File: src/csfu_pkg.sv
package csfu_pkg;

  // Register access opcodes
  localparam logic [7:0] CSFU_OP_FLAGS_READ  = 8'hE2;
  localparam logic [7:0] CSFU_OP_ENABLE_WRITE = 8'h1E;
  localparam logic [7:0] CSFU_OP_ENABLE_READ = 8'hE6;

  // Flag bit positions
  localparam int CSFU_BIT_TX_EMPTY    = 7;
  localparam int CSFU_BIT_TX_FULL     = 6;
  localparam int CSFU_BIT_TX_HISTORY  = 5;
  localparam int CSFU_BIT_ERR_WARNING = 4;
  localparam int CSFU_BIT_ERR_PASSIVE = 3;
  localparam int CSFU_BIT_BUS_OFF     = 2;
  localparam int CSFU_BIT_RX_EMPTY    = 1;
  localparam int CSFU_BIT_RX_FULL     = 0;

  // Reset values
  localparam logic [7:0] CSFU_FLAGS_RESET  = 8'h82;
  localparam logic [7:0] CSFU_ENABLE_RESET = 8'h82;
  localparam logic [7:0] CSFU_GP_SEL_RESET = 8'h00;

  // FIFO depths and error count window
  localparam logic [3:0] CSFU_TX_DEPTH      = 4'h8;
  localparam logic [3:0] CSFU_RX_DEPTH      = 4'h8;
  localparam logic [3:0] CSFU_HISTORY_DEPTH = 4'h8;
  localparam logic [7:0] CSFU_WARN_LOW      = 8'h60;
  localparam logic [7:0] CSFU_WARN_HIGH     = 8'h7F;

  // Selector codes that reach the status flags
  localparam logic [3:0] CSFU_GP_STATUS_BASE = 4'h8;

  typedef enum logic [1:0] {
    CSFU_FC_ACTIVE  = 2'b00,
    CSFU_FC_PASSIVE = 2'b01,
    CSFU_FC_BUS_OFF = 2'b10
  } csfu_fc_state_type;

  typedef struct packed {
    logic [3:0]        tx_count;
    logic [3:0]        rx_count;
    logic [3:0]        history_count;
    logic [7:0]        tx_error_count;
    logic [7:0]        rx_error_count;
    csfu_fc_state_type fc_state;
  } csfu_engine_type;

  typedef struct packed {
    logic       read_strobe;
    logic       write_strobe;
    logic [7:0] opcode;
    logic [7:0] wdata;
  } csfu_access_type;

  typedef struct packed {
    logic [7:0] interrupt_flags;
    logic [7:0] gp_pin_select;
  } csfu_gp_type;

endpackage : csfu_pkg

File: src/csfu_status_flag_unit.sv
// Functional notes
// [RULE1] Flags register read-only, read opcode 0xE2
// [RULE2] Reading flags never changes them
// [RULE3] Flags clear themselves when condition ends
// [RULE4] Bit 7 transmit empty, one after reset
// [RULE5] Bit 6 transmit full, zero after reset
// [RULE6] Bit 5 history FIFO full, eight entries
// [RULE7] Bit 4 either error count 96..127
// [RULE8] Bit 3 error passive, zero after reset
// [RULE9] Bit 2 bus-off, zero after reset
// [RULE10] Bit 1 receive empty, one after reset
// [RULE11] Bit 0 receive full, zero after reset
// [RULE12] Enables written 0x1E, read 0xE6
// [RULE13] Status pin high on any enabled flag
// [RULE14] Enables reset to bits 7 and 1
// [RULE15] Any flag selectable onto general pins
// [RULE16] Selector codes 1000..1111 map the flags
// [RULE17] Flags recomputed every clock from engine
`timescale 1ns/10ps
module csfu_status_flag_unit (
  input  wire logic                      clk,
  input  wire logic                      reset,
  input  wire csfu_pkg::csfu_engine_type engine,
  input  wire csfu_pkg::csfu_access_type access,
  input  wire csfu_pkg::csfu_gp_type     gp_in,
  output logic [7:0]                     rdata_q,
  output logic                           rvalid_q,
  output logic [7:0]                     status_flags_q,
  output logic [7:0]                     status_flag_enables_q,
  output logic                           status_pin_q,
  output logic                           general_pin_one_q,
  output logic                           general_pin_two_q
);
  import csfu_pkg::*;

  logic [7:0] status_flags_d;
  logic       status_pin_d;
  logic [3:0] sel_one;
  logic [3:0] sel_two;

  // Flag conditions from engine state, recomputed each cycle
  always_comb begin
    status_flags_d = 8'h00; // [RULE3] [RULE17]
    status_flags_d[CSFU_BIT_TX_EMPTY]    = (engine.tx_count == 4'h0); // [RULE4]
    status_flags_d[CSFU_BIT_TX_FULL]     = (engine.tx_count >= CSFU_TX_DEPTH); // [RULE5]
    status_flags_d[CSFU_BIT_TX_HISTORY]  = (engine.history_count >= CSFU_HISTORY_DEPTH); // [RULE6]
    status_flags_d[CSFU_BIT_ERR_WARNING] =
      ((engine.tx_error_count >= CSFU_WARN_LOW) && (engine.tx_error_count <= CSFU_WARN_HIGH)) ||
      ((engine.rx_error_count >= CSFU_WARN_LOW) && (engine.rx_error_count <= CSFU_WARN_HIGH)); // [RULE7]
    status_flags_d[CSFU_BIT_ERR_PASSIVE] = (engine.fc_state == CSFU_FC_PASSIVE); // [RULE8]
    status_flags_d[CSFU_BIT_BUS_OFF]     = (engine.fc_state == CSFU_FC_BUS_OFF); // [RULE9]
    status_flags_d[CSFU_BIT_RX_EMPTY]    = (engine.rx_count == 4'h0); // [RULE10]
    status_flags_d[CSFU_BIT_RX_FULL]     = (engine.rx_count >= CSFU_RX_DEPTH); // [RULE11]
  end

  // Flags register, independent of host reads
  always_ff @(posedge clk or posedge reset) begin
    if (reset) begin
      status_flags_q <= CSFU_FLAGS_RESET; // [RULE4] [RULE10]
    end else begin
      status_flags_q <= status_flags_d; // [RULE2] [RULE17]
    end
  end

  // Enable register, only written by its own opcode
  always_ff @(posedge clk or posedge reset) begin
    if (reset) begin
      status_flag_enables_q <= CSFU_ENABLE_RESET; // [RULE14]
    end else if (access.write_strobe && access.opcode == CSFU_OP_ENABLE_WRITE) begin
      status_flag_enables_q <= access.wdata; // [RULE12]
    end
  end

  // Read answer, one cycle after the strobe
  always_ff @(posedge clk or posedge reset) begin
    if (reset) begin
      rdata_q  <= 8'h00;
      rvalid_q <= 1'b0;
    end else begin
      rvalid_q <= 1'b0;
      if (access.read_strobe) begin
        rvalid_q <= 1'b1;
        unique case (access.opcode)
          CSFU_OP_FLAGS_READ:  rdata_q <= status_flags_q; // [RULE1]
          CSFU_OP_ENABLE_READ: rdata_q <= status_flag_enables_q; // [RULE12]
          default:             rdata_q <= 8'h00;
        endcase
      end
    end
  end

  // Status pin follows the enabled flags
  assign status_pin_d = |(status_flags_d & status_flag_enables_q); // [RULE13]

  always_ff @(posedge clk or posedge reset) begin
    if (reset) begin
      status_pin_q <= 1'b1;
    end else begin
      status_pin_q <= status_pin_d; // [RULE13]
    end
  end

  // General pins: low codes pick interrupt flags, high codes status flags
  assign sel_one = gp_in.gp_pin_select[3:0];
  assign sel_two = gp_in.gp_pin_select[7:4];

  function automatic logic csfu_pick(input logic [3:0] sel, input logic [7:0] stat,
                                     input logic [7:0] intr);
    if (sel >= CSFU_GP_STATUS_BASE) begin
      csfu_pick = stat[sel[2:0]]; // [RULE16]
    end else begin
      csfu_pick = intr[sel[2:0]];
    end
  endfunction : csfu_pick

  always_ff @(posedge clk or posedge reset) begin
    if (reset) begin
      general_pin_one_q <= 1'b0;
      general_pin_two_q <= 1'b0;
    end else begin
      general_pin_one_q <= csfu_pick(sel_one, status_flags_d, gp_in.interrupt_flags); // [RULE15]
      general_pin_two_q <= csfu_pick(sel_two, status_flags_d, gp_in.interrupt_flags); // [RULE15]
    end
  end

  // Checks
  // Values held while reset is applied
  a_reset_tx_empty: assert property ( // [RULE4]
    @(posedge clk)
    reset |=>
      status_flags_q[CSFU_BIT_TX_EMPTY])
    else $error("tx empty not set by reset");

  a_reset_tx_full: assert property ( // [RULE5]
    @(posedge clk)
    reset |=>
      !status_flags_q[CSFU_BIT_TX_FULL])
    else $error("tx full set by reset");

  a_reset_passive: assert property ( // [RULE8]
    @(posedge clk)
    reset |=>
      !status_flags_q[CSFU_BIT_ERR_PASSIVE])
    else $error("error passive set by reset");

  a_reset_bus_off: assert property ( // [RULE9]
    @(posedge clk)
    reset |=>
      !status_flags_q[CSFU_BIT_BUS_OFF])
    else $error("bus-off set by reset");

  a_reset_rx_empty: assert property ( // [RULE10]
    @(posedge clk)
    reset |=>
      status_flags_q[CSFU_BIT_RX_EMPTY])
    else $error("rx empty not set by reset");

  a_reset_rx_full: assert property ( // [RULE11]
    @(posedge clk)
    reset |=>
      !status_flags_q[CSFU_BIT_RX_FULL])
    else $error("rx full set by reset");

  a_reset_enables: assert property ( // [RULE14]
    @(posedge clk)
    reset |=>
      status_flag_enables_q == CSFU_ENABLE_RESET)
    else $error("enables wrong after reset");

  a_reset_pin: assert property ( // [RULE13]
    @(posedge clk)
    reset |=>
      status_pin_q)
    else $error("status pin low during reset");

  // Flags follow the engine one clock later
  a_flags_follow_tx: assert property ( // [RULE4]
    @(posedge clk) disable iff (reset)
    ##1 status_flags_q[CSFU_BIT_TX_EMPTY] ==
      ($past(engine.tx_count) == 4'h0))
    else $error("tx empty flag wrong");

  a_follow_tx_full: assert property ( // [RULE5]
    @(posedge clk) disable iff (reset)
    ##1 status_flags_q[CSFU_BIT_TX_FULL] ==
      ($past(engine.tx_count) >= CSFU_TX_DEPTH))
    else $error("tx full flag wrong");

  a_follow_history: assert property ( // [RULE6]
    @(posedge clk) disable iff (reset)
    ##1 status_flags_q[CSFU_BIT_TX_HISTORY] ==
      ($past(engine.history_count) >= CSFU_HISTORY_DEPTH))
    else $error("history full flag wrong");

  a_follow_passive: assert property ( // [RULE8]
    @(posedge clk) disable iff (reset)
    ##1 status_flags_q[CSFU_BIT_ERR_PASSIVE] ==
      ($past(engine.fc_state) == CSFU_FC_PASSIVE))
    else $error("error passive flag wrong");

  a_follow_bus_off: assert property ( // [RULE9]
    @(posedge clk) disable iff (reset)
    ##1 status_flags_q[CSFU_BIT_BUS_OFF] ==
      ($past(engine.fc_state) == CSFU_FC_BUS_OFF))
    else $error("bus-off flag follow wrong");

  a_follow_rx_empty: assert property ( // [RULE10]
    @(posedge clk) disable iff (reset)
    ##1 status_flags_q[CSFU_BIT_RX_EMPTY] ==
      ($past(engine.rx_count) == 4'h0))
    else $error("rx empty flag wrong");

  a_flags_follow_rx: assert property ( // [RULE11]
    @(posedge clk) disable iff (reset)
    ##1 status_flags_q[CSFU_BIT_RX_FULL] ==
      ($past(engine.rx_count) >= CSFU_RX_DEPTH))
    else $error("rx full flag wrong");

  a_flag_self_clear: assert property ( // [RULE3]
    @(posedge clk) disable iff (reset)
    (engine.tx_count != 4'h0) |=>
      !status_flags_q[CSFU_BIT_TX_EMPTY])
    else $error("tx empty flag did not clear");

  a_full_not_empty: assert property ( // [RULE17]
    @(posedge clk) disable iff (reset)
    ##1 !(status_flags_q[CSFU_BIT_TX_EMPTY] && status_flags_q[CSFU_BIT_TX_FULL]) &&
      !(status_flags_q[CSFU_BIT_RX_EMPTY] && status_flags_q[CSFU_BIT_RX_FULL]))
    else $error("fifo empty and full together");

  // Error warning window on either count
  a_warning_window: assert property ( // [RULE7]
    @(posedge clk) disable iff (reset)
    (engine.tx_error_count == CSFU_WARN_LOW || engine.rx_error_count == CSFU_WARN_HIGH) |=>
      status_flags_q[CSFU_BIT_ERR_WARNING])
    else $error("warning flag missed");

  a_warning_outside: assert property ( // [RULE7]
    @(posedge clk) disable iff (reset)
    (engine.tx_error_count < CSFU_WARN_LOW && engine.rx_error_count < CSFU_WARN_LOW) |=>
      !status_flags_q[CSFU_BIT_ERR_WARNING])
    else $error("warning flag spurious");

  a_warning_upper: assert property ( // [RULE7]
    @(posedge clk) disable iff (reset)
    (engine.tx_error_count > CSFU_WARN_HIGH && engine.rx_error_count > CSFU_WARN_HIGH) |=>
      !status_flags_q[CSFU_BIT_ERR_WARNING])
    else $error("warning flag above window");

  // Host reads and enable writes
  a_read_keeps_flags: assert property ( // [RULE2]
    @(posedge clk) disable iff (reset)
    (access.read_strobe && $stable(engine)) |=>
      $stable(status_flags_q))
    else $error("read changed flags");

  a_flags_read_data: assert property ( // [RULE1]
    @(posedge clk) disable iff (reset)
    (access.read_strobe && access.opcode == CSFU_OP_FLAGS_READ) |=>
      (rvalid_q && rdata_q == $past(status_flags_q)))
    else $error("flags read data wrong");

  a_read_valid_pulse: assert property ( // [RULE1]
    @(posedge clk) disable iff (reset)
    access.read_strobe |=>
      rvalid_q)
    else $error("read answer missing");

  a_no_valid_idle: assert property ( // [RULE1]
    @(posedge clk) disable iff (reset)
    !access.read_strobe |=>
      !rvalid_q)
    else $error("read answer without request");

  a_enable_read_data: assert property ( // [RULE12]
    @(posedge clk) disable iff (reset)
    (access.read_strobe && access.opcode == CSFU_OP_ENABLE_READ) |=>
      (rvalid_q && rdata_q == $past(status_flag_enables_q)))
    else $error("enable read data wrong");

  a_unknown_read_zero: assert property ( // [RULE1]
    @(posedge clk) disable iff (reset)
    (access.read_strobe && access.opcode != CSFU_OP_FLAGS_READ &&
      access.opcode != CSFU_OP_ENABLE_READ) |=> rdata_q == 8'h00)
    else $error("unknown read not zero");

  a_enable_write: assert property ( // [RULE12]
    @(posedge clk) disable iff (reset)
    (access.write_strobe && access.opcode == CSFU_OP_ENABLE_WRITE) |=>
      status_flag_enables_q == $past(access.wdata))
    else $error("enable write lost");

  a_enable_hold: assert property ( // [RULE12]
    @(posedge clk) disable iff (reset)
    !(access.write_strobe && access.opcode == CSFU_OP_ENABLE_WRITE) |=>
      $stable(status_flag_enables_q))
    else $error("enable changed without write");

  // Status pin and fault confinement flags
  a_status_pin: assert property ( // [RULE13]
    @(posedge clk) disable iff (reset)
    ##1 status_pin_q ==
      |($past(status_flags_d) & $past(status_flag_enables_q)))
    else $error("status pin wrong");

  a_bus_off_flag: assert property ( // [RULE9]
    @(posedge clk) disable iff (reset)
    (engine.fc_state == CSFU_FC_BUS_OFF) |=>
      (status_flags_q[CSFU_BIT_BUS_OFF] && !status_flags_q[CSFU_BIT_ERR_PASSIVE]))
    else $error("bus-off flag wrong");

  a_passive_flag_only: assert property ( // [RULE8]
    @(posedge clk) disable iff (reset)
    (engine.fc_state == CSFU_FC_PASSIVE) |=>
      (status_flags_q[CSFU_BIT_ERR_PASSIVE] && !status_flags_q[CSFU_BIT_BUS_OFF]))
    else $error("error passive flag wrong");

  // General pin selection
  a_gp_status_pick: assert property ( // [RULE16]
    @(posedge clk) disable iff (reset)
    (sel_one == 4'hF) |=>
      general_pin_one_q == $past(status_flags_d[CSFU_BIT_TX_EMPTY]))
    else $error("general pin select wrong");

  a_gp_one_rx_empty: assert property ( // [RULE16]
    @(posedge clk) disable iff (reset)
    (sel_one == 4'h9) |=>
      general_pin_one_q == $past(status_flags_d[CSFU_BIT_RX_EMPTY]))
    else $error("general pin one rx empty wrong");

  a_gp_two_pick: assert property ( // [RULE16]
    @(posedge clk) disable iff (reset)
    (sel_two == 4'h8) |=>
      general_pin_two_q == $past(status_flags_d[CSFU_BIT_RX_FULL]))
    else $error("general pin two select wrong");

  a_gp_intr_pick: assert property ( // [RULE15]
    @(posedge clk) disable iff (reset)
    (sel_one == 4'h0) |=>
      general_pin_one_q == $past(gp_in.interrupt_flags[0]))
    else $error("general pin interrupt select wrong");

endmodule : csfu_status_flag_unit

File: config.mk
export PLATFORM = sky130hd
export DESIGN_NAME = csfu_status_flag_unit
export DESIGN_NICKNAME = d
export VERILOG_FILES = /design/src/csfu_pkg.sv /design/src/csfu_status_flag_unit.sv
export SDC_FILE = /design/constraint.sdc
export NUM_CORES = 1
export LEC_CHECK = 0
export ABC_AREA = 1
export BUFFER_PORTS_ARGS = -buffer_cell sky130_fd_sc_hd__buf_2
export CAP_MARGIN = 20
export CORE_ASPECT_RATIO = 2
export CORE_MARGIN = 2
export CORE_UTILIZATION = 35
export DETAILED_ROUTE_END_ITERATION = 6
export PLACE_DENSITY = 0.69
export SYNTH_ARGS = -nofsm -noshare
export SYNTH_HDL_FRONTEND = slang
export SYNTH_SLANG_ARGS = --single-unit
export TNS_END_PERCENT = 30
File: constraint.sdc
create_clock -name clk -period 2.1 [get_ports clk]
set_input_delay 0.315 -clock clk [delete_from_list [all_inputs] [get_ports clk]]
set_output_delay 0.315 -clock clk [all_outputs]
set_load 0.01 [all_outputs]
## Word-level counts from Yosys, hierarchy flattened

Index checks and enable logic that the tools add are counted.
Widths: inputs -> output; s select.

- Output and inout bits: 28
- Register bits: 28

- Reduce and logical (&&, ||, !) cells: 7
- Eq/ne operators: 5
- $lt $le $gt $ge: 11
- Muxes and demuxes: 12
- Bitwise logic cells: 1

Operators with widths:

| operator | count |
|---|---|
| $ge 4x4->1 const B | 5 |
| $eq 8x8->1 const B | 2 |
| $ge 8x7->1 const B | 2 |
| $le 8x7->1 const B | 2 |
| $pmux 8 s2 | 1 |
| $bmux 1 s3 | 4 |
| $and 8x8->8 | 1 |
| $eq 8x5->1 const B | 1 |
| $logic_not 4->1 | 2 |
| $lt 3x4->1 const B | 2 |
| $reduce_or 8->1 | 1 |
| $mux 1 | 7 |
| $logic_and 1x1->1 | 3 |
| $eq 2x1->1 const B | 1 |
| $eq 2x2->1 const B | 1 |
| $logic_or 1x1->1 | 1 |

## Depth between registers and ports, before layout

Gate-level depths: netlist of run 1.

- Depth after elaboration: 6
- Depth in mapped cells: 8

## Least setup slack after synthesis of run 1

Ideal clock, no wire load.

- Path kind: input to register
- Start point: input access[8] (netlist name)
- End point: register rdata_q[2]
- Path slack: 1,016 ps
- Buffers on the path: 0
- Arrival time: 1,019 ps
- Stages: 7
- Cells stage by stage: inv_1 -> nand2_2 -> nor3_2 -> nand3_1 -> o21ai_0 -> nand2_1 -> nand2_1

- Cells in the longest elaborated chain, start to end: 2
- Elaborated cells between the ends (all ways): 3

Ends and longest elaborated chain:

| item | RTL line | source |
|---|---|---|
| from (decl) | csfu_status_flag_unit.sv:24 | `input wire csfu_pkg::csfu_access_type access,` |
| $eq 8x8->1 | csfu_status_flag_unit.sv:83 | `unique case (access.opcode)` |
| $pmux 8 s2 * | csfu_status_flag_unit.sv:83 |  |
| to (signal assigned) | csfu_status_flag_unit.sv:84 | `CSFU_OP_FLAGS_READ: rdata_q <= status_flags_q;` |
| to (signal assigned) | csfu_status_flag_unit.sv:85 | `CSFU_OP_ENABLE_READ: rdata_q <= status_flag_enables_q;` |
| to (decl) | csfu_status_flag_unit.sv:26 | `output logic [7:0] rdata_q,` |

Every way passes the cells marked *; elsewhere a longest branch is shown, timed or not.
A chain may end at the register's enable or synchronous reset.

## Worst setup path after layout of run 1

- Start point: register status_flag_enables_q[7]
- End point: output status_flag_enables_q[7]

RTL lines:

| item | RTL line | source |
|---|---|---|
| from (decl) | csfu_status_flag_unit.sv:29 | `output logic [7:0] status_flag_enables_q,` |
| from (signal assigned) | csfu_status_flag_unit.sv:70 | `status_flag_enables_q <= access.wdata;` |

No word-level cell between the ends.

==> flow_summary.json, run 1 <==
{
  "grt_pass1_wl_um": 6640,
  "status": "complete, no violations",
  "yosysTopAreaCellShare_pct": 35.4,
  "gp_congestion": 0.858,
  "cts_tree": "built",
  "peakVddDrop_uv": 364,
  "fin_crit_sh_pct": 61.4,
  "setup_viol": 0,
  "die_h_um": 100,
  "fin_skew_ns": 0.00367,
  "cpLargestDelayFamily": "flip-flops",
  "fillers": 502,
  "port_buffers": 80,
  "die_x_um": 52.2,
  "critPathBufInv": 1,
  "slew_headroom_pct": 65.3,
  "htreeDepth": 1,
  "wl_per_cell_um": 11.7,
  "cts_root_buffer": "clkbuf_8",
  "r2r_slack_ns": 1.10,
  "drt_iter0_markers": 23,
  "design_power_total_mw": 1.20,
  "ys_ff_latch": 28,
  "final_util_pct": 46.6,
  "p_clk_share_pct": 34.4,
  "cp_max_fo": 4,
  "cp.required_ns": 1.78,
  "clk_transition_reported_paths_ns": 0.09,
  "combPwrFrac_pct": 17.7,
  "drive_gt1_share_pct": 36.2,
  "area.sequential_um2": 707,
  "worst-path-stages": 1,
  "viasPerCell": 4.69,
  "postPlaceCellArea_um2": 2050,
  "dpl_worst_slack_ns": 0.703,
  "route.vias.total": 1632,
  "insertion_delay_ns": 0.27,
  "arrival_ns": 0.98,
  "worst_pin_slew_ns": 0.521,
  "synth-seq-area-share_pct": 43.5,
  "antenna_found_initial": 0,
  "multi_input_comb_area_um2": 753,
  "numPlacedInstances": 344,
  "hold_path_class": "in2async",
  "grt_overflow": 0,
  "avgSynthCellArea_um2": 7.46,
  "dr.pass1.iters": 4,
  "place_hpwl_um": 3520,
  "cts_buffers": 3,
  "coreArea_um2": 4550,
  "grt_max_degree": 29,
  "ys_warn_count": 0,
  "clk_path_buf_depth": 2,
  "ys_types": 25,
  "min_period_ns": 1.29,
  "synthCells": 218,
  "drc": 0,
  "crit_chain": "buf_2",
  "p_int_uw": 907,
  "syn-cell-area_um2": 1630,
  "syn_to_final_growth_pct": 30.5,
  "syn-num-nets": 284,
  "seqPwrFrac_pct": 47.9,
  "synth.area.top_cells": "dfrtp_1 (35%), nand2_1 (15%), nand3_1 (10%)",
  "cts_sinks": 28,
  "initial_utilization_pct": 35.7,
  "crit_path_end_kind": "output pin",
  "r2r_cells": 4,
  "reg2reg_from": "status_flag_enables_q[1]",
  "rows": 35,
  "hold_ws_ns": 0.0840,
  "ant_nets": 0,
  "antenna_cells": 0,
  "track_usage_pct": 17.0,
  "fmaxAchievable_ghz": 0.775,
  "yosys.area.top_type": "dfrtp_1",
  "timing.rr.end": "status_pin_q",
  "grt_pass1_vias": 1573,
  "powerDensity_nw_per_um2": 568,
  "worst_setup_path_start_kind": "flip-flop",
  "worst-setup-path-type": "reg2out",
  "final_cell_area_um2": 2120,
  "pin_count": 94,
  "slowest_stage": "dfstp_2",
  "p_sw_uw": 297,
  "setup_ws_ns": 0.810,
  "die_area_um2": 5240,
  "fin_nets": 360,
  "post_cts.repair.setup_buffers": 0,
  "hold_viol": 0,
  "p_leak_nw": 1.24,
  "cts_resized": 0,
  "tns_ns": 0,
  "stdcell_count": 348,
  "drv_slew": 0,
  "cts_hold_buffers": 0,
  "max_stage_delay_ns": 0.57,
  "drv_cap": 0,
  "sw_frac_of_total_pct": 24.7,
  "rsz0062_at_grt": "false",
  "wirelength_um": 4090
}
## how the worst max path moves through the flow
stage,from,endpoint,slack (ns)
5_1_grt,status_flag_enables_q[7],status_flag_enables_q[7],0.77
2_1_floorplan,access[8],rdata_q[2],1.02
3_3_place_gp,access[12],rdata_q[2],0.70
6_report,status_flag_enables_q[7],status_flag_enables_q[7],0.81
3_5_place_dp,access[12],rdata_q[2],0.70
4_1_cts,status_flag_enables_q[7],status_flag_enables_q[7],0.79
## power by group through the flow
stage / sequential, mW / clock, mW / combinational, mW
after floorplan: 0.597 / 0 / 0.103
after global placement: 0.587 / 0 / 0.213
after detailed placement: 0.588 / 0 / 0.217
after CTS: 0.578 / 0.421 / 0.218
after global routing: 0.580 / 0.450 / 0.242
final: 0.577 / 0.414 / 0.213
## synth_stat cells, drive strengths merged
cell	n
nor3	2
dfstp	5
nand3	34
buf	5
nand3b	2
o21ai	13
o21a	2
o211ai	4
dfrtp	23
nand4	1
nand2	67
o22ai	1
inv	30
nor2	12
clkbuf	5
a21oi	12
## registers in the layout, summed over array words and instances (netlist names)
| signal | flops |
|---|---|
| rvalid_q | 1 |
| status_flag_enables_q | 8 |
| general_pin_one_q | 1 |
| general_pin_two_q | 1 |
| status_flags_q | 8 |
| rdata_q | 8 |
| status_pin_q | 1 |
## metal layers
metal	global-route usage [%]	routed length, µm
met1	15.8	1330
met2	32.7	2340
met3	1.04	179
met4	11.6	229
met5	0	0
## logic make-up after synthesis
logic type      Yosys count  share of synthesized area [%]
simple gates            118                           33.6
buf+inv                  40                           10.2
compound gates           32                           12.7
flops                    28                           43.5
## cell type report
class / instances / area share (%)
well taps: 55 / 3.24
clock inverters: 1 / 1.42
inverters: 30 / 5.31
repair buffers: 81 / 19.2
multi-input cells: 150 / 35.5
clock buffers: 3 / 1.95
flip-flops and latches: 28 / 33.3
## worst min-delay path: stages
cell and delay, ns:
buf_2 0.09, inv_1 0.04, buf_4 0.31
## cell usage in the layout (no fill, tap or decap), drive strengths merged, types with 3 or more instances in the layout
| cell | count |
|---|---|
| buf | 81 |
| nand2 | 67 |
| nand3 | 34 |
| inv | 30 |
| dfrtp | 23 |
| o21ai | 13 |
| nor2 | 12 |
| a21oi | 12 |
| dfstp | 5 |
| o211ai | 4 |
| clkbuf | 3 |
Note: power is estimated with default switching activity, not from simulation.
==> run 2: changes to the inputs <==
- ABC_AREA: 1 -> 0
- PLACE_DENSITY: 0.69 -> 0.71
- clock period: 2.1 -> 1.2 ns (I/O delays scaled with it)
==> flow_summary.json, run 2 <==
{
  "worst-setup-path-type": "in2reg",
  "synth.area.top_cells": "dfrtp_1 (40%), dfstp_2 (9.1%), mux2_4 (8.3%)",
  "postPlaceCellArea_um2": 2040,
  "rsz0062_at_grt": "true",
  "coreArea_um2": 4050,
  "p_leak_nw": 1.10,
  "met3_length_um": 192,
  "fin_crit_sh_pct": 99.5,
  "ys_types": 31,
  "ys_ff_latch": 28,
  "grt_pass1_vias": 1374,
  "seqPwrFrac_pct": 51.4,
  "layout_commonest_cell": "buf_2",
  "track_usage_pct": 16.4,
  "cts_buffers": 3,
  "die_h_um": 94.8,
  "worst_pin_slew_ns": 0.368,
  "stdcell_count": 276,
  "status": "complete, no violations",
  "avgSynthCellArea_um2": 11.5,
  "min_period_ns": 1.19,
  "sw_frac_of_total_pct": 24.4,
  "arrival_ns": 1.35,
  "insertion_delay_ns": 0.26,
  "drv_cap": 0,
  "fmaxAchievable_ghz": 0.838,
  "setup_viol": 0,
  "hold_path_class": "in2reg",
  "cp_max_fo": 8,
  "synthCells": 126,
  "ys_warn_count": 0,
  "peakVddDrop_uv": 486,
  "die_x_um": 49.4,
  "hold_ws_ns": 0.0801,
  "synth-edff-count": 0,
  "port_buffers": 80,
  "antenna_found_initial": 0,
  "p_clk_share_pct": 27.2,
  "grt_pass1_wl_um": 5880,
  "ant_nets": 0,
  "combPwrFrac_pct": 21.4,
  "drv_slew": 0,
  "slew_headroom_pct": 74.9,
  "grt_max_degree": 29,
  "grt_overflow": 0,
  "crit_path_end_kind": "flip-flop",
  "pin_count": 94,
  "syn_to_final_growth_pct": 48.4,
  "viasPerCell": 4.97,
  "gp_congestion": 0.794,
  "p_sw_uw": 497,
  "drt_iter0_markers": 15,
  "clk_transition_reported_paths_ns": 0.09,
  "worst_setup_path_start_kind": "input port",
  "route.met2.wl_um": 2280,
  "wl_met1_um": 1320,
  "top_layer": "met4",
  "rows": 33,
  "initial_utilization_pct": 35.7,
  "syn-cell-area_um2": 1440,
  "numPlacedInstances": 270,
  "yosysMostFrequentCell": "dfrtp_1",
  "final_cell_area_um2": 2140,
  "synth-seq-area-share_pct": 49.0,
  "fin_skew_ns": 0.00193,
  "fin_nets": 291,
  "hold_viol": 0,
  "cp.required_ns": 1.35,
  "die_area_um2": 4690,
  "cts_sinks": 28,
  "syn-num-nets": 192,
  "cts_tree": "built",
  "route.vias.total": 1371,
  "place_hpwl_um": 3190,
  "reg.largest.list": "rdata_q x8, status_flag_enables_q x8, status_flags_q x8",
  "design_power_total_mw": 2.03,
  "yosysTopAreaCellShare_pct": 39.9,
  "powerDensity_nw_per_um2": 949,
  "dr.pass1.iters": 4,
  "async_flop_share_pct": 100,
  "cts_root_buffer": "clkbuf_8",
  "tns_ns": 0,
  "layout_common_cells": "buf_2 (76), dfrtp_1 (23), buf_4 (23)",
  "clk_path_buf_depth": 2,
  "drc": 0,
  "p_int_mw": 1.54,
  "htreeDepth": 1,
  "synth_top_flop_cell": "dfrtp_1",
  "wirelength_um": 3830,
  "antenna_cells": 0,
  "r2r_slack_ns": 0.17,
  "synth_common_cells": "dfrtp_1 (23), a21oi_1 (10), a22oi_1 (10), nor2_1 (9)",
  "yosys.area.top_type": "dfrtp_1",
  "wl_per_cell_um": 13.9,
  "drive_gt1_share_pct": 58.5
}
## run 2: cell count changes after synthesis, moves of 5 or more
cell	previous run	this run
nand3_1	34	1
nor2b_1	0	6
a22oi_1	0	10
inv_1	30	6
o21ai_2	5	0
mux2_4	0	8
nand2_1	64	8
o21ai_0	7	2
## run 2: path summary, 6_finish.rpt
check,depth (start not counted),endpoint,start
setup / recovery,4,status_flag_enables_q[6],access[8]
hold / removal,1,status_flags_q[5],engine[21]
setup reg to reg,2,status_pin_q,status_flag_enables_q[0]
hold reg to reg,2,rdata_q[5],rdata_q[5]
max in group asynchronous,4,status_pin_q,reset
min in group asynchronous,4,status_flag_enables_q[2],reset
## run 2: area by class of cell
class / instances / area [µm²]
Multi-Input combinational cell: 82 / 686
Inverter: 6 / 22.5
Clock buffer: 4 / 55.1
Fill cell: 404 / 1900
Tap cell: 52 / 65.1
Sequential cell: 28 / 707
Timing Repair Buffer: 104 / 608
## run 2: power by group through the flow
| stage | Clock [mW] | Sequential [mW] | Combinational [mW] |
|---|---|---|---|
| final | 0.553 | 1.04 | 0.436 |
| after global routing | 0.597 | 1.05 | 0.476 |
| after CTS | 0.566 | 1.04 | 0.430 |
| after detailed placement | 0 | 1.06 | 0.425 |
| after global placement | 0 | 1.06 | 0.418 |
| after floorplan | 0 | 1.09 | 0.166 |
## run 2: worst max-delay path, stage by stage
cell	delay (ns)
buf_6	0.09
nand3b_4	0.14
or4_4	0.60
mux2_4	0.33
## run 2: cells by family after synthesis
group	share of synthesized area, %
DFF	49.0
and+or+nand+nor	14.5
AOI/OAI and AO/OA	15.9
muxes	15.9
buffers and inverters	4.68
## run 2: timing repair
| action | in CTS | in global routing |
|---|---|---|
| buffers inserted | 0 | 1 |
| hold buffers | 1 | 0 |
| gates resized for setup | 1 | 5 |
| setup endpoints to repair | 8 | 7 |
| endpoints found under the hold margin | 23 | 0 |
| pin swaps | 1 | 0 |
## run 2: through the flow
step / utilization (%) / worst slack (ns)
final: 53.0 / 0.00644
after global routing: 53.0 / -0.00524
after CTS: 52.1 / 0.00411
after detailed placement: 50.4 / -0.348
after global placement: 50.4 / -0.324
after floorplan: - / -0.216
## run 2: routing by layer
metal | vias to the layer above | GRT usage (%)
met5 | - | 0
met1 | 649 | 15.4
met4 | 0 | 7.41
met2 | 57 | 34.6
li1 | 663 | -
met3 | 2 | 0.633
==> run 3: changes to the inputs <==
- BUFFER_PORTS_ARGS: -buffer_cell sky130_fd_sc_hd__buf_2 -> -buffer_cell sky130_fd_sc_hd__buf_4
- CORE_MARGIN: 2 -> 8
- MAX_ROUTING_LAYER: not set -> met4
==> flow_summary.json, run 3 (synthesis results as in run 2) <==
{
  "worst_pin_slew_ns": 0.367,
  "place_hpwl_um": 3710,
  "worst-setup-path-type": "in2reg",
  "wirelength_um": 4340,
  "insertion_delay_ns": 0.27,
  "drv_cap": 0,
  "initial_utilization_pct": 35.7,
  "r2r_slack_ns": 0.22,
  "fin_nets": 289,
  "crit_path_end": "status_flag_enables_q[6]",
  "setup_viol": 0,
  "layout_commonest_cell": "buf_4",
  "crit_start": "access[8]",
  "grt_pass1_wl_um": 7020,
  "gp_congestion": 0.827,
  "fin_skew_ns": 0.00298,
  "timing.rr.end": "status_pin_q",
  "seqPwrFrac_pct": 49.6,
  "fmaxAchievable_ghz": 0.839,
  "antenna_found_initial": 0,
  "rsz0062_at_grt": "true",
  "cts_tree": "built",
  "ant_nets": 0,
  "min_period_ns": 1.19,
  "combPwrFrac_pct": 23.8,
  "rows": 33,
  "cts_root_buffer": "clkbuf_8",
  "reg2reg_from": "status_flag_enables_q[0]",
  "tns_ns": 0,
  "p_sw_uw": 504,
  "sw_frac_of_total_pct": 23.9,
  "powerDensity_nw_per_um2": 916,
  "final_cell_area_um2": 2300,
  "viasPerCell": 5.00,
  "drv_slew": 0,
  "hold_path_class": "in2reg",
  "crit_path_end_kind": "flip-flop",
  "clk_path_buf_depth": 2,
  "die_x_um": 61.4,
  "pin_count": 94,
  "post_cts.repair.setup_buffers": 0,
  "grt_max_degree": 29,
  "cts_sinks": 28,
  "route.vias.total": 1369,
  "worst_setup_path_start_kind": "input port",
  "peakVddDrop_uv": 517,
  "dr.pass1.iters": 4,
  "arrival_ns": 1.35,
  "cts_buffers": 3,
  "postPlaceCellArea_um2": 2230,
  "syn_to_final_growth_pct": 59.3,
  "clk_transition_reported_paths_ns": 0.09,
  "die_h_um": 107,
  "numPlacedInstances": 269,
  "p_clk_share_pct": 26.6,
  "antenna_cells": 0,
  "port_buffers": 80,
  "p_leak_nw": 1.14,
  "wl_per_cell_um": 15.8,
  "r2r_cells": 2,
  "layout_common_cells": "buf_4 (100), dfrtp_1 (23), a22oi_1 (10), a21oi_1 (10), nor2_1 (9)",
  "cp.required_ns": 1.36,
  "coreArea_um2": 4050,
  "fin_crit_sh_pct": 99.4,
  "stdcell_count": 274,
  "track_usage_pct": 14.4,
  "cp_max_fo": 8,
  "hold_viol": 0,
  "drt_iter0_markers": 26,
  "grt_pass1_vias": 1521,
  "design_power_total_mw": 2.11,
  "drive_gt1_share_pct": 57.7,
  "drc": 0,
  "grt_overflow": 0,
  "slew_headroom_pct": 74.9,
  "die_area_um2": 6560,
  "htreeDepth": 1,
  "status": "complete, no violations",
  "p_int_mw": 1.60,
  "reg.largest.list": "rdata_q x8, status_flag_enables_q x8, status_flags_q x8"
}
[run 3: repair_timing]
item,CTS,global route
hold buffers,1,0
pin swaps,1,0
gates resized for setup,1,0
setup endpoints to repair,8,3
endpoints found under the hold margin,23,0
[run 3: metrics by stage]
step                util, %  hold slack (ns)  setup WS [ns]
global placement       55.1            0.261         -0.332
floorplan                 -            0.211         -0.216
CTS                    56.8           0.0477        0.00715
finish                 56.8           0.0508        0.00752
detailed placement     55.1            0.268         -0.351
global route           56.8           0.0485        -0.0134
[run 3: how the worst min path moves through the flow]
stage | start | cells past startpoint | end
6_report | engine[21] | 1 | status_flags_q[5]
5_1_grt | engine[21] | 1 | status_flags_q[5]
4_1_cts | engine[21] | 1 | status_flags_q[5]
3_5_place_dp | reset | 3 | status_flag_enables_q[2]
3_3_place_gp | reset | 3 | status_flag_enables_q[2]
2_1_floorplan | access[17] | 0 | rvalid_q
[run 3: power groups by stage]
stage | Combinational [mW] | Sequential [mW] | Clock, mW
after floorplan | 0.166 | 1.09 | 0
after global placement | 0.500 | 1.06 | 0
after detailed placement | 0.507 | 1.06 | 0
after CTS | 0.511 | 1.05 | 0.570
after global routing | 0.545 | 1.05 | 0.603
final | 0.502 | 1.05 | 0.560
[run 3: per-layer routing]
metal	GRT usage [%]	part of all wire, %	up-vias
met2	26.4	57	56
met3	2.16	5.4	4
met4	5.75	1.7	0
li1	-	-	660
met1	14.0	36	649
met5	-	0	-
[run 3: layout make-up]
cell class	count	area, µm²
clock buffer	4	55.1
timing repair buffer	102	772
fill	383	1750
multi-input combinational	82	678
tap	52	65.1
sequential	28	707
inverter	6	22.5
[run 3: worst max-delay path, cell delays in order]
cell and delay (ns):
buf_6 0.09, nand3b_4 0.14, or4_4 0.59, mux2_4 0.34
